<file path="src/design/ceob_consts.svh">
// constants for the emulated-op and branch executor
`ifndef CEOB_CONSTS_SVH
`define CEOB_CONSTS_SVH

// ----------------------------------------------------------------
// flag_word bit positions
// ----------------------------------------------------------------
`define CEOB_FLAG_C      4'h0
`define CEOB_FLAG_Z      4'h1
`define CEOB_FLAG_N      4'h2
`define CEOB_FLAG_GIE    4'h3
`define CEOB_FLAG_CORE_HALT_BIT 4'h4
`define CEOB_FLAG_OSC_HALT_BIT 4'h5
`define CEOB_FLAG_V      4'h8

// ----------------------------------------------------------------
// constants and reset values
// ----------------------------------------------------------------
`define CEOB_IRQ_MASK    16'h0008
`define CEOB_FLAG_RST    16'h0000
`define CEOB_PC_RST      20'h00000
`define CEOB_PC_STEP     20'h00002
`define CEOB_SRC_ONE     16'h0001
`define CEOB_SRC_TWO     16'h0002
`define CEOB_SRC_ALL     16'hffff

`endif

</file>
<file path="src/design/ceob_pkg.sv">
// types shared by the emulated-op and branch executor
package ceob_pkg;

   // operation codes; each op has a code of its own
   typedef enum logic [3:0] {
      op_nop       = 4'h0,
      op_sub_two   = 4'h1,
      op_irq_dis   = 4'h2,
      op_irq_en    = 4'h3,
      op_add_one   = 4'h4,
      op_add_two   = 4'h5,
      op_compl     = 4'h6,
      op_br_carry  = 4'h7,
      op_br_zero   = 4'h8,
      op_br_sge    = 4'h9
   } ceob_op_t;

   // one instruction handed to the executor
   typedef struct packed {
      ceob_op_t    op;
      logic        byte_mode;
      logic [15:0] dst;
      logic [9:0]  offset;
   } ceob_req_t;

   // arithmetic result with its four flags
   typedef struct packed {
      logic [15:0] result;
      logic        n;
      logic        z;
      logic        c;
      logic        v;
   } ceob_alu_t;

endpackage

</file>
<file path="src/design/ceob_alu.sv">
// adder/xor core shared by the arithmetic emulated ops
`timescale 1ns/10ps
module ceob_alu (
   // operation
   input  wire ceob_pkg::ceob_op_t  op,
   input  wire logic                byte_mode,
   input  wire logic [15:0]         dst,
   // result
   output      ceob_pkg::ceob_alu_t res
);
`include "ceob_consts.svh"

   logic [15:0] src;
   logic        cin;
   logic        use_xor;
   logic [16:0] sum_w;
   logic [8:0]  sum_b;
   logic [15:0] raw;
   logic        cout;
   logic        msb_d;
   logic        msb_s;
   logic        msb_r;

   // each op is its core op with an implied constant source
   always_comb begin
      src     = 16'h0000;
      cin     = 1'b0;
      use_xor = 1'b0;
      case (op)
         ceob_pkg::op_sub_two: begin
            src = ~`CEOB_SRC_TWO;
            cin = 1'b1;
         end
         ceob_pkg::op_add_one: src = `CEOB_SRC_ONE;
         ceob_pkg::op_add_two: src = `CEOB_SRC_TWO;
         ceob_pkg::op_compl: begin
            src     = `CEOB_SRC_ALL;
            use_xor = 1'b1;
         end
         default: src = 16'h0000;
      endcase
   end

   // byte ops work on the low lane; upper lane of the result is zero
   always_comb begin
      sum_w = {1'b0, dst} + {1'b0, src} + {16'h0000, cin};
      sum_b = {1'b0, dst[7:0]} + {1'b0, src[7:0]} + {8'h00, cin};
      if (use_xor) begin
         raw  = byte_mode ? {8'h00, dst[7:0] ^ src[7:0]} : dst ^ src;
         cout = 1'b0;
      end else begin
         raw  = byte_mode ? {8'h00, sum_b[7:0]} : sum_w[15:0];
         cout = byte_mode ? sum_b[8] : sum_w[16];
      end
      msb_d = byte_mode ? dst[7] : dst[15];
      msb_s = byte_mode ? src[7] : src[15];
      msb_r = byte_mode ? raw[7] : raw[15];
      res.result = raw;
      res.n = msb_r;
      res.z = (raw == 16'h0000);
      // overflow: same-sign operands giving other sign; xor: both negative
      if (use_xor) begin
         res.c = (raw != 16'h0000);
         res.v = msb_d & msb_s;
      end else begin
         res.c = cout;
         res.v = (msb_d == msb_s) & (msb_r != msb_d);
      end
   end

endmodule

</file>
<file path="src/design/ceob_branch.sv">
// condition test and target adder for conditional branches
`timescale 1ns/10ps
module ceob_branch (
   // instruction
   input  wire ceob_pkg::ceob_op_t op,
   input  wire logic [9:0]         offset,
   input  wire logic [19:0]        pc_seq,
   // flags under test
   input  wire logic               flag_c,
   input  wire logic               flag_z,
   input  wire logic               flag_n,
   input  wire logic               flag_v,
   // decision
   output      logic               is_branch,
   output      logic               taken,
   output      logic [19:0]        target
);

   // condition per branch kind
   always_comb begin
      is_branch = 1'b1;
      taken     = 1'b0;
      case (op)
         ceob_pkg::op_br_carry: taken = flag_c;
         ceob_pkg::op_br_zero:  taken = flag_z;
         ceob_pkg::op_br_sge:   taken = ~(flag_n ^ flag_v);
         default:               is_branch = 1'b0;
      endcase
   end

   // word offset doubled and sign extended to the 20-bit counter
   assign target = pc_seq + {{9{offset[9]}}, offset, 1'b0};

endmodule

</file>
<file path="src/design/ceob_exec.sv">
// executor for emulated arithmetic, irq enable/disable and branches
//
// Contract
// - subtract_two sets zero only if destination held 2; N from sign
// - subtract_two clears carry for start 0 or 1, sets it otherwise
// - subtract_two overflow only for 8001h/8000h, byte 81h/80h
// - irq_disable_op ands flag_word with ~08h, clearing irq enable
// - irq_enable_op ors 08h into flag_word, other bits untouched
// - after irq_enable_op the next instruction runs before any irq
// - add_one sets zero and carry only when destination was all ones
// - add_one sets overflow only for 7FFFh, byte 7Fh
// - add_two sets zero only when destination held FFFEh, byte FEh
// - add_two sets carry for FFFEh/FFFFh, byte FEh/FFh
// - add_two sets overflow for 7FFEh/7FFFh, byte 7Eh/7Fh
// - complement_op inverts destination; N from result sign
// - complement_op carry is not zero; overflow if input was negative
// - taken branch adds doubled sign-extended 10-bit offset to PC
// - branch_on_carry branches when carry is one
// - branch_on_zero branches when zero flag is one
// - branch_signed_ge branches when N xor V is zero
// - branches leave every status flag unchanged
// - arithmetic ops keep irq enable and both halt bits
`timescale 1ns/10ps
module ceob_exec (
   // clock, reset, enable
   input  wire logic                 clk,
   input  wire logic                 nrst,
   input  wire logic                 ce,
   // instruction request
   input  wire logic                 exec_valid,
   input  wire ceob_pkg::ceob_req_t  exec_req,
   // program counter load
   input  wire logic                 pc_load,
   input  wire logic [19:0]          pc_load_val,
   // flag_word load from the datapath
   input  wire logic                 flag_load,
   input  wire logic [15:0]          flag_load_val,
   // interrupt request from the controller
   input  wire logic                 irq_pending,
   // instruction results
   output      logic                 exec_done,
   output      logic                 dst_wr,
   output      logic [15:0]          dst_result,
   output      logic                 branch_taken,
   output      logic                 bad_op,
   // architectural state
   output      logic [15:0]          flag_word,
   output      logic [19:0]          pc,
   output      logic                 global_irq_enable,
   output      logic                 osc_halt_bit,
   output      logic                 core_halt_bit,
   // interrupt acceptance
   output      logic                 irq_take
);
`include "ceob_consts.svh"

   // ----------------------------------------------------------------
   // state registers
   // ----------------------------------------------------------------
   logic [15:0] flag_ff;
   logic [19:0] pc_ff;
   logic [15:0] result_ff;
   logic        wr_ff;
   logic        done_ff;
   logic        taken_ff;
   logic        bad_ff;
   logic        irq_take_ff;
   logic        shadow_ff;

   // ----------------------------------------------------------------
   // next values
   // ----------------------------------------------------------------
   logic [15:0] nxt_flag;
   logic [19:0] nxt_pc;
   logic        nxt_wr;
   logic        nxt_bad;
   logic        nxt_shadow;
   logic        nxt_irq_take;

   // ----------------------------------------------------------------
   // decode helpers
   // ----------------------------------------------------------------
   ceob_pkg::ceob_op_t  op;
   ceob_pkg::ceob_alu_t alu_res;
   logic                is_arith;
   logic                is_branch;
   logic                br_taken;
   logic [19:0]         br_target;
   logic [19:0]         pc_seq;
   logic                run;
   logic                irq_ok;

   assign op     = exec_req.op;
   assign run    = ce & exec_valid;
   assign pc_seq = pc_ff + `CEOB_PC_STEP;

   // arithmetic ops are the ones that write the destination
   always_comb begin
      case (op)
         ceob_pkg::op_sub_two,
         ceob_pkg::op_add_one,
         ceob_pkg::op_add_two,
         ceob_pkg::op_compl: is_arith = 1'b1;
         default:            is_arith = 1'b0;
      endcase
   end

   // ----------------------------------------------------------------
   // datapath units
   // ----------------------------------------------------------------
   ceob_alu u_alu (
      .op        (op),
      .byte_mode (exec_req.byte_mode),
      .dst       (exec_req.dst),
      .res       (alu_res)
   );

   ceob_branch u_branch (
      .op        (op),
      .offset    (exec_req.offset),
      .pc_seq    (pc_seq),
      .flag_c    (flag_ff[`CEOB_FLAG_C]),
      .flag_z    (flag_ff[`CEOB_FLAG_Z]),
      .flag_n    (flag_ff[`CEOB_FLAG_N]),
      .flag_v    (flag_ff[`CEOB_FLAG_V]),
      .is_branch (is_branch),
      .taken     (br_taken),
      .target    (br_target)
   );

   // ----------------------------------------------------------------
   // flag_word update
   // ----------------------------------------------------------------
   // only the four arithmetic bits are touched by the alu ops, so the
   // enable and halt bits ride through unchanged
   always_comb begin
      nxt_flag = flag_ff;
      if (flag_load) begin
         nxt_flag = flag_load_val;
      end else if (run) begin
         case (op)
            ceob_pkg::op_sub_two,
            ceob_pkg::op_add_one,
            ceob_pkg::op_add_two,
            ceob_pkg::op_compl: begin
               nxt_flag[`CEOB_FLAG_C] = alu_res.c;
               nxt_flag[`CEOB_FLAG_Z] = alu_res.z;
               nxt_flag[`CEOB_FLAG_N] = alu_res.n;
               nxt_flag[`CEOB_FLAG_V] = alu_res.v;
            end
            ceob_pkg::op_irq_dis:
               nxt_flag = flag_ff & ~`CEOB_IRQ_MASK;
            ceob_pkg::op_irq_en:
               nxt_flag = flag_ff | `CEOB_IRQ_MASK;
            default:
               nxt_flag = flag_ff;
         endcase
      end
      // accepting an interrupt drops the enable for the service routine
      if (irq_ok & ~run) begin
         nxt_flag[`CEOB_FLAG_GIE] = 1'b0;
      end
   end

   // flags register
   always_ff @(posedge clk or negedge nrst) begin
      if (!nrst) begin
         flag_ff <= `CEOB_FLAG_RST;
      end else if (ce) begin
         flag_ff <= nxt_flag;
      end
   end

   // ----------------------------------------------------------------
   // program counter
   // ----------------------------------------------------------------
   always_comb begin
      nxt_pc = pc_ff;
      if (pc_load) begin
         nxt_pc = pc_load_val;
      end else if (run) begin
         nxt_pc = (is_branch & br_taken) ? br_target : pc_seq;
      end
   end

   always_ff @(posedge clk or negedge nrst) begin
      if (!nrst) begin
         pc_ff <= `CEOB_PC_RST;
      end else if (ce) begin
         pc_ff <= nxt_pc;
      end
   end

   // ----------------------------------------------------------------
   // destination write-back
   // ----------------------------------------------------------------
   assign nxt_wr = run & is_arith;

   // result holds its value between writes so the datapath may sample late
   always_ff @(posedge clk or negedge nrst) begin
      if (!nrst) begin
         result_ff <= 16'h0000;
         wr_ff     <= 1'b0;
      end else if (ce) begin
         wr_ff <= nxt_wr;
         if (nxt_wr) begin
            result_ff <= alu_res.result;
         end
      end
   end

   // ----------------------------------------------------------------
   // completion, branch and decode-error pulses
   // ----------------------------------------------------------------
   // an out-of-range code is retired as a no-op and flagged
   always_comb begin
      case (op)
         ceob_pkg::op_nop,
         ceob_pkg::op_sub_two,
         ceob_pkg::op_irq_dis,
         ceob_pkg::op_irq_en,
         ceob_pkg::op_add_one,
         ceob_pkg::op_add_two,
         ceob_pkg::op_compl,
         ceob_pkg::op_br_carry,
         ceob_pkg::op_br_zero,
         ceob_pkg::op_br_sge: nxt_bad = 1'b0;
         default:             nxt_bad = run;
      endcase
   end

   always_ff @(posedge clk or negedge nrst) begin
      if (!nrst) begin
         done_ff  <= 1'b0;
         taken_ff <= 1'b0;
         bad_ff   <= 1'b0;
      end else if (ce) begin
         done_ff  <= exec_valid;
         taken_ff <= exec_valid & is_branch & br_taken;
         bad_ff   <= nxt_bad;
      end
   end

   // ----------------------------------------------------------------
   // interrupt window
   // ----------------------------------------------------------------
   // the shadow arms on an enable and stays until one more instruction
   // has retired, so a request already waiting cannot cut in between
   always_comb begin
      nxt_shadow = shadow_ff;
      if (run) begin
         nxt_shadow = (op == ceob_pkg::op_irq_en);
      end
   end

   // acceptance looks at the registered enable: a disable stops requests
   // only from the boundary after it, which software has to allow for
   assign irq_ok = irq_pending & flag_ff[`CEOB_FLAG_GIE] & ~shadow_ff
                 & ~flag_load;

   // instruction in flight wins; the interrupt is taken at the next gap
   assign nxt_irq_take = irq_ok & ~exec_valid;

   always_ff @(posedge clk or negedge nrst) begin
      if (!nrst) begin
         shadow_ff   <= 1'b0;
         irq_take_ff <= 1'b0;
      end else if (ce) begin
         shadow_ff   <= nxt_shadow;
         irq_take_ff <= nxt_irq_take;
      end
   end

   // ----------------------------------------------------------------
   // outputs
   // ----------------------------------------------------------------
   assign exec_done         = done_ff;
   assign dst_wr            = wr_ff;
   assign dst_result        = result_ff;
   assign branch_taken      = taken_ff;
   assign bad_op            = bad_ff;
   assign flag_word         = flag_ff;
   assign pc                = pc_ff;
   assign global_irq_enable = flag_ff[`CEOB_FLAG_GIE];
   assign osc_halt_bit      = flag_ff[`CEOB_FLAG_OSC_HALT_BIT];
   assign core_halt_bit     = flag_ff[`CEOB_FLAG_CORE_HALT_BIT];
   assign irq_take          = irq_take_ff;

endmodule

</file>
<file path="config.mk">
export PLATFORM = sky130hd
export DESIGN_NAME = ceob_exec
export DESIGN_NICKNAME = d
export VERILOG_FILES = /design/src/design/ceob_pkg.sv /design/src/design/ceob_alu.sv /design/src/design/ceob_branch.sv /design/src/design/ceob_exec.sv
export VERILOG_INCLUDE_DIRS = /design/src /design/src/design
export SDC_FILE = /design/constraint.sdc
export NUM_CORES = 1
export LEC_CHECK = 0
export BUFFER_PORTS_ARGS = -buffer_cell sky130_fd_sc_hd__buf_2
export CAP_MARGIN = 0
export CORE_UTILIZATION = 55
export DETAILED_ROUTE_END_ITERATION = 8
export HOLD_SLACK_MARGIN = 0.02
export PLACE_DENSITY = 0.86
export SYNTH_ARGS = -nofsm -noshare
export SYNTH_HDL_FRONTEND = slang
export SYNTH_HIERARCHICAL = 1
export SYNTH_SLANG_ARGS = --single-unit
export TNS_END_PERCENT = 100
</file>
<file path="constraint.sdc">
create_clock -name clk -period 4.13 [get_ports clk]
set_input_delay 0.413 -clock clk [delete_from_list [all_inputs] [get_ports clk]]
set_output_delay 0.413 -clock clk [all_outputs]
set_load 0.05 [all_outputs]
</file>
==> flow_summary.json, run 1 <==
{
  "status": "completed",
  "clockBufferDepth": 2,
  "pin_count": 134,
  "yosysTopAreaCell": "dfrtp_1",
  "yosysMostFrequentCell": "dfrtp_1",
  "hold_path.class": "primary input to async pin",
  "synth_flop_cell": "dfrtp_1",
  "reg2reg_depth": 14,
  "synth_nets": 699,
  "startpoint": "pc[3]",
  "grt_pass1_vias": 5027,
  "cts_tree": "built",
  "io_buffers": 133,
  "routed_wl_mm": 14.30,
  "ys_ff_latch": 58,
  "cap_violations": 0,
  "fmax_mhz": 261.2,
  "start_util_pct": 56.98,
  "dr.pass1.iters": 5,
  "synthTopCellsByCount": "dfrtp_1 (58), nand2_1 (49), nor2_1 (47), mux2_2 (39), ha_1 (36)",
  "clk_pin_slew_worst_paths_ns": 0.09,
  "crit_path_end_kind": "flip-flop",
  "syn_area_per_cell_um2": 8.985,
  "dp_hpwl_mm": 10.83,
  "clk_latency_ns": 0.35,
  "power.density_nw_per_um2": 435.7,
  "track_usage_pct": 29.50,
  "synth_area_um2": 5265,
  "gp_congestion": 0.9870,
  "gr-total-overflow": 0,
  "drc_errors": 0,
  "grt_antenna_before_repair": 0,
  "drv_slew": 0,
  "worst_pin_slew_ns": 0.9307,
  "cp_max_fo": 8,
  "fin_crit_sh_pct": 92.69,
  "dieArea_um2": 9968,
  "die_y_um": 99.84,
  "area_growth_pct": 18.30,
  "finish.utilization_pct": 67.41,
  "drive_gt1_share_pct": 32.12,
  "ir_drop_v": 0.0003447,
  "numCtsBuffers": 9,
  "fin_nets": 821,
  "core_area_um2": 9240,
  "tns_ns": 0,
  "vias_per_cell": 6.118,
  "setup_violations": 0,
  "arrival_ns": 4.09,
  "drt_iter0_markers": 282,
  "r2r-end": "pc[19]",
  "synth.yosys.warnings": 6,
  "worstPathBufferInverterCount": 0,
  "cp_common_cell": "xnor2_1",
  "layout_min_cycle_time_ns": 3.828,
  "crit_path_cell_trace": "nand4_1 -> or3_1 -> xnor2_1 -> ha_1 -> a21oi_1 -> o22ai_1 -> a2111oi_1 -> o21ai_1 -> a31oi_1 -> xnor2_1 -> nor2_1 -> a2bb2oi_1 -> mux2i_1 -> a211oi_2",
  "rsz0062_at_grt": "false",
  "htreeDepth": 3,
  "ys_async_sr_fraction_pct": 100.0,
  "grt_pass1_wl_mm": 23.60,
  "synth_cells": 586,
  "ys_seq_area_share_pct": 27.57,
  "final-hold-violation-count": 0,
  "crit_path_start_kind": "flip-flop",
  "synth_cell_types": 78,
  "rows": 35,
  "grt_max_degree": 38,
  "vias": 5151,
  "cp_slowest_stage_delay_ns": 0.50,
  "slew_headroom_pct": 37.75,
  "synthTopCellsByArea": "dfrtp_1 (28%), ha_1 (8.6%), mux2_2 (8.3%)",
  "cts-root-buf": "clkbuf_8",
  "p_leak_nw": 2.866,
  "drt-wirelength-per-cell_um": 16.98,
  "cp_top_family": "compound AO/OA/AOI/OAI gates",
  "skew_ns": 0.01885,
  "setup.worst_path.class": "flip-flop to flip-flop",
  "synth_edf_count": 0,
  "r2r_slack_ns": 0.30,
  "netlist.area_leader.share_pct": 27.57,
  "antennaDiodeCount": 0,
  "critPathRequiredTime_ns": 4.39,
  "fp.dieW_um": 99.84,
  "critPathSlowestCell": "or3_1",
  "ant_nets": 0,
  "clock-sinks": 58,
  "reg2reg_from": "pc[3]"
}
worst register-to-register path, stage by stage (launching register included):
cell	delay, ns
dfrtp_1	0.49
nand4_1	0.41
or3_1	0.51
xnor2_1	0.20
ha_1	0.32
a21oi_1	0.25
o22ai_1	0.13
a2111oi_1	0.36
o21ai_1	0.16
a31oi_1	0.23
xnor2_1	0.14
nor2_1	0.06
a2bb2oi_1	0.15
mux2i_1	0.12
a211oi_2	0.22
what timing repair did:
item | CTS | global route
endpoints found under the setup margin | 0 | 1
buffers inserted | 0 | 0
hold buffers | 0 | 0
gates resized for setup | 0 | 5
placed cells by master (no fill, tap or decap), types with 19 or more instances in the layout:
cell type	Yosys	layout
o21ai_0	27	27
xor2_1	19	19
xnor2_1	28	28
a21oi_1	32	32
ha_1	36	36
buf_2	3	133
mux2_2	39	39
dfrtp_1	58	58
nor2_1	47	47
nand2_1	49	49
sequential cells by signal, summed over array words and instances (netlist names):
name	cells
branch_taken	1
bad_op	1
pc	20
flag_word	16
dst_wr	1
shadow_ff	1
dst_result	16
irq_take	1
exec_done	1
per-stage QoR:
step	area, µm²	power, mW	std cells	setup slack [ns]	hold slack (ns)
2_1_floorplan	5265	1.814	586	0.1550	0.1174
3_3_place_gp	5995	2.089	826	0.3010	0.4630
3_5_place_dp	5995	2.125	826	0.08344	0.4730
4_1_cts	6205	2.710	842	0.2501	0.1975
5_1_grt	6228	2.865	842	0.08064	0.2541
6_report	6228	2.714	842	0.3020	0.1778
how the worst max path moves through the flow:
stage,depth (start not counted),slack [ns],end
2_1_floorplan,14,0.15,flag_word[0]
3_3_place_gp,16,0.30,flag_word[0]
3_5_place_dp,16,0.08,flag_word[0]
4_1_cts,14,0.25,pc[19]
5_1_grt,15,0.08,pc[19]
6_report,14,0.30,pc[19]
routing by layer:
metal,wire [µm],GRT usage [%],vias up
li1,-,-,2425
met1,6218,39.40,2477
met2,6761,48.01,225
met3,1063,5.501,24
met4,255,10.41,0
met5,0,0,-
power by group:
part	leakage (nW)	switching (mW)	internal (mW)
logic	2.06	0.896	0.464
registers	0.701	0.103	0.674
clock network	0.103	0.274	0.302
total	2.87	1.27	1.44
cell families after synthesis:
kind of cell | synth area share (%)
AOI/OAI and AO/OA | 23.38
xor gates and xnor gates | 8.128
muxes | 9.173
buffers and inverters | 3.921
DFF | 27.57
adders and majority gates | 9.696
and+or+nand+nor | 18.13
area by class of cell:
type	instances	area [µm²]
Tap cell	129	161.4
Fill cell	748	3012
Timing Repair Buffer	139	710.7
Multi-Input combinational cell	483	3631
Sequential cell	58	1451
Clock inverter	6	72.57
Inverter	17	63.81
Clock buffer	10	137.6
Note: power is estimated with default switching activity, not from simulation.
==> run 2: changes to the inputs <==
==> constraint.sdc (replaced) <==
create_clock -name clk -period 3.65 [get_ports clk]
set_input_delay 0.365 -clock clk [delete_from_list [all_inputs] [get_ports clk]]
set_output_delay 0.365 -clock clk [all_outputs]
set_load 0.05 [all_outputs]
==> flow_summary.json, run 2 (synthesis gave the netlist of run 1 again) <==
{
  "status": "completed",
  "power.density_nw_per_um2": 497.1,
  "grt_max_degree": 34,
  "io_buffers": 133,
  "htreeDepth": 3,
  "postLayoutCellArea_um2": 6571,
  "clk_latency_ns": 0.33,
  "track_usage_pct": 30.63,
  "gr-usage-met3_pct": 7.173,
  "final_common_cell": "buf_2",
  "drt-wirelength-per-cell_um": 17.26,
  "ir_drop_v": 0.0004971,
  "largest_register_ffs": 20,
  "dr.pass1.iters": 5,
  "cap_violations": 0,
  "drt_iter0_markers": 405,
  "dpl_cell_area_um2": 6251,
  "dp_hpwl_mm": 11.41,
  "slew_headroom_pct": 29.67,
  "grt_pass1_vias": 5235,
  "numCtsBuffers": 9,
  "p_leak_nw": 3.057,
  "cts_tree": "built",
  "setup.worst_path.class": "flip-flop to flip-flop",
  "finish.utilization_pct": 71.12,
  "grt-busiest-layer": "met2",
  "cts-root-buf": "clkbuf_8",
  "die_y_um": 99.84,
  "drc_errors": 0,
  "drv_slew": 0,
  "crit_path_end_kind": "flip-flop",
  "skew_ns": 0.005694,
  "clockBufferDepth": 2,
  "pin_count": 134,
  "most-common-layout-cells": "buf_2 (133), dfrtp_1 (57), nand2_1 (49)",
  "critPathRequiredTime_ns": 3.90,
  "drive_gt1_share_pct": 35.88,
  "vias_per_cell": 6.086,
  "hold_path.class": "primary input to async pin",
  "rows": 35,
  "fin_crit_sh_pct": 96.18,
  "dp.cells": 858,
  "fp.dieW_um": 99.84,
  "tns_ns": 0,
  "grt.met2_usage_pct": 52.15,
  "fmax_mhz": 284.9,
  "routed_wl_mm": 15.12,
  "final-hold-violation-count": 0,
  "ant_nets": 0,
  "antennaDiodeCount": 0,
  "start_util_pct": 56.98,
  "fin_cells": 876,
  "setup_violations": 0,
  "gp_congestion": 0.9604,
  "fin_nets": 855,
  "grtUsageMet1_pct": 37.76,
  "clk_pin_slew_worst_paths_ns": 0.07,
  "core_area_um2": 9240,
  "area_growth_pct": 24.81,
  "grt_antenna_before_repair": 0,
  "r2r_slack_ns": 0.14,
  "layout_min_cycle_time_ns": 3.511,
  "vias": 5331,
  "dieArea_um2": 9968,
  "grt_pass1_wl_mm": 24.27,
  "gr-total-overflow": 0,
  "crit_path_start_kind": "flip-flop",
  "clock-sinks": 58,
  "arrival_ns": 3.76,
  "worst_pin_slew_ns": 1.055,
  "cp_max_fo": 7
}
-- run 2: cell types whose count changed in the layout (fill, tap and decap cells not counted), moves of 2 or more --
cell and delta:
bufinv_16 +2, o21ai_0 -2, clkinv_4 -2, inv_6 -2
ha_1 -2, ha_2 +2, buf_4 +33
-- run 2: layout make-up --
type,instances,area [µm²]
well taps,129,161.4
fillers,714,2669
inverters,17,63.81
clock inverters,4,97.59
flip-flops and latches,58,1453
repair buffers,173,978.4
multi-input cells,483,3662
clock buffers,12,155.1
-- run 2: timing repair --
action                     4_1_cts  5_1_grt
hold buffers                     0        0
setup endpoints to repair        0        7
buffers inserted                 0        2
gates resized for setup          0       12
-- run 2: worst max-delay path, stage by stage (launching register included) --
cell and delay [ns]:
dfrtp_1 0.41, nand3_2 0.19, buf_4 0.22, nor3_1 0.36, xor2_1 0.19, ha_1 0.31
a21oi_1 0.22, o22ai_1 0.15, a2111oi_2 0.34, o21ai_1 0.13, a31oi_1 0.23, xnor2_1 0.14
nor2_1 0.05, a2bb2oi_1 0.17, mux2i_1 0.12, a211oi_2 0.18
-- run 2: report_power, final --
part / total, mW / internal, mW / switching [mW]
combinational: 1.62 / 0.576 / 1.05
clock: 0.763 / 0.492 / 0.272
sequential: 0.881 / 0.764 / 0.117
-- run 2: path summary, 6_finish.rpt --
kind	cells after the start	from	endpoint
setup / recovery	15	pc[7]	pc[19]
hold / removal	1	nrst	dst_result[13]
setup reg to reg	15	pc[7]	pc[19]
hold reg to reg	1	dst_result[12]	dst_result[12]
max in group asynchronous	2	nrst	pc[1]
min in group clk	2	flag_load_val[4]	flag_word[4]
-- run 2: through the flow --
stage / worst slack [ns] / power (mW) / hold slack [ns]
detailed placement: -0.1428 / 2.461 / 0.4754
CTS: 0.03271 / 3.237 / 0.1237
floorplan: 0.01923 / 2.053 / 0.06941
finish: 0.1394 / 3.267 / 0.1211
global placement: 0.003286 / 2.417 / 0.4627
global route: -0.01587 / 3.439 / 0.1636
-- run 2: layer usage --
metal / vias to the layer above / routed length [µm]
li1: 2491 / -
met1: 2530 / 6197
met2: 279 / 7319
met3: 31 / 1270
met4: 0 / 331
met5: - / 0
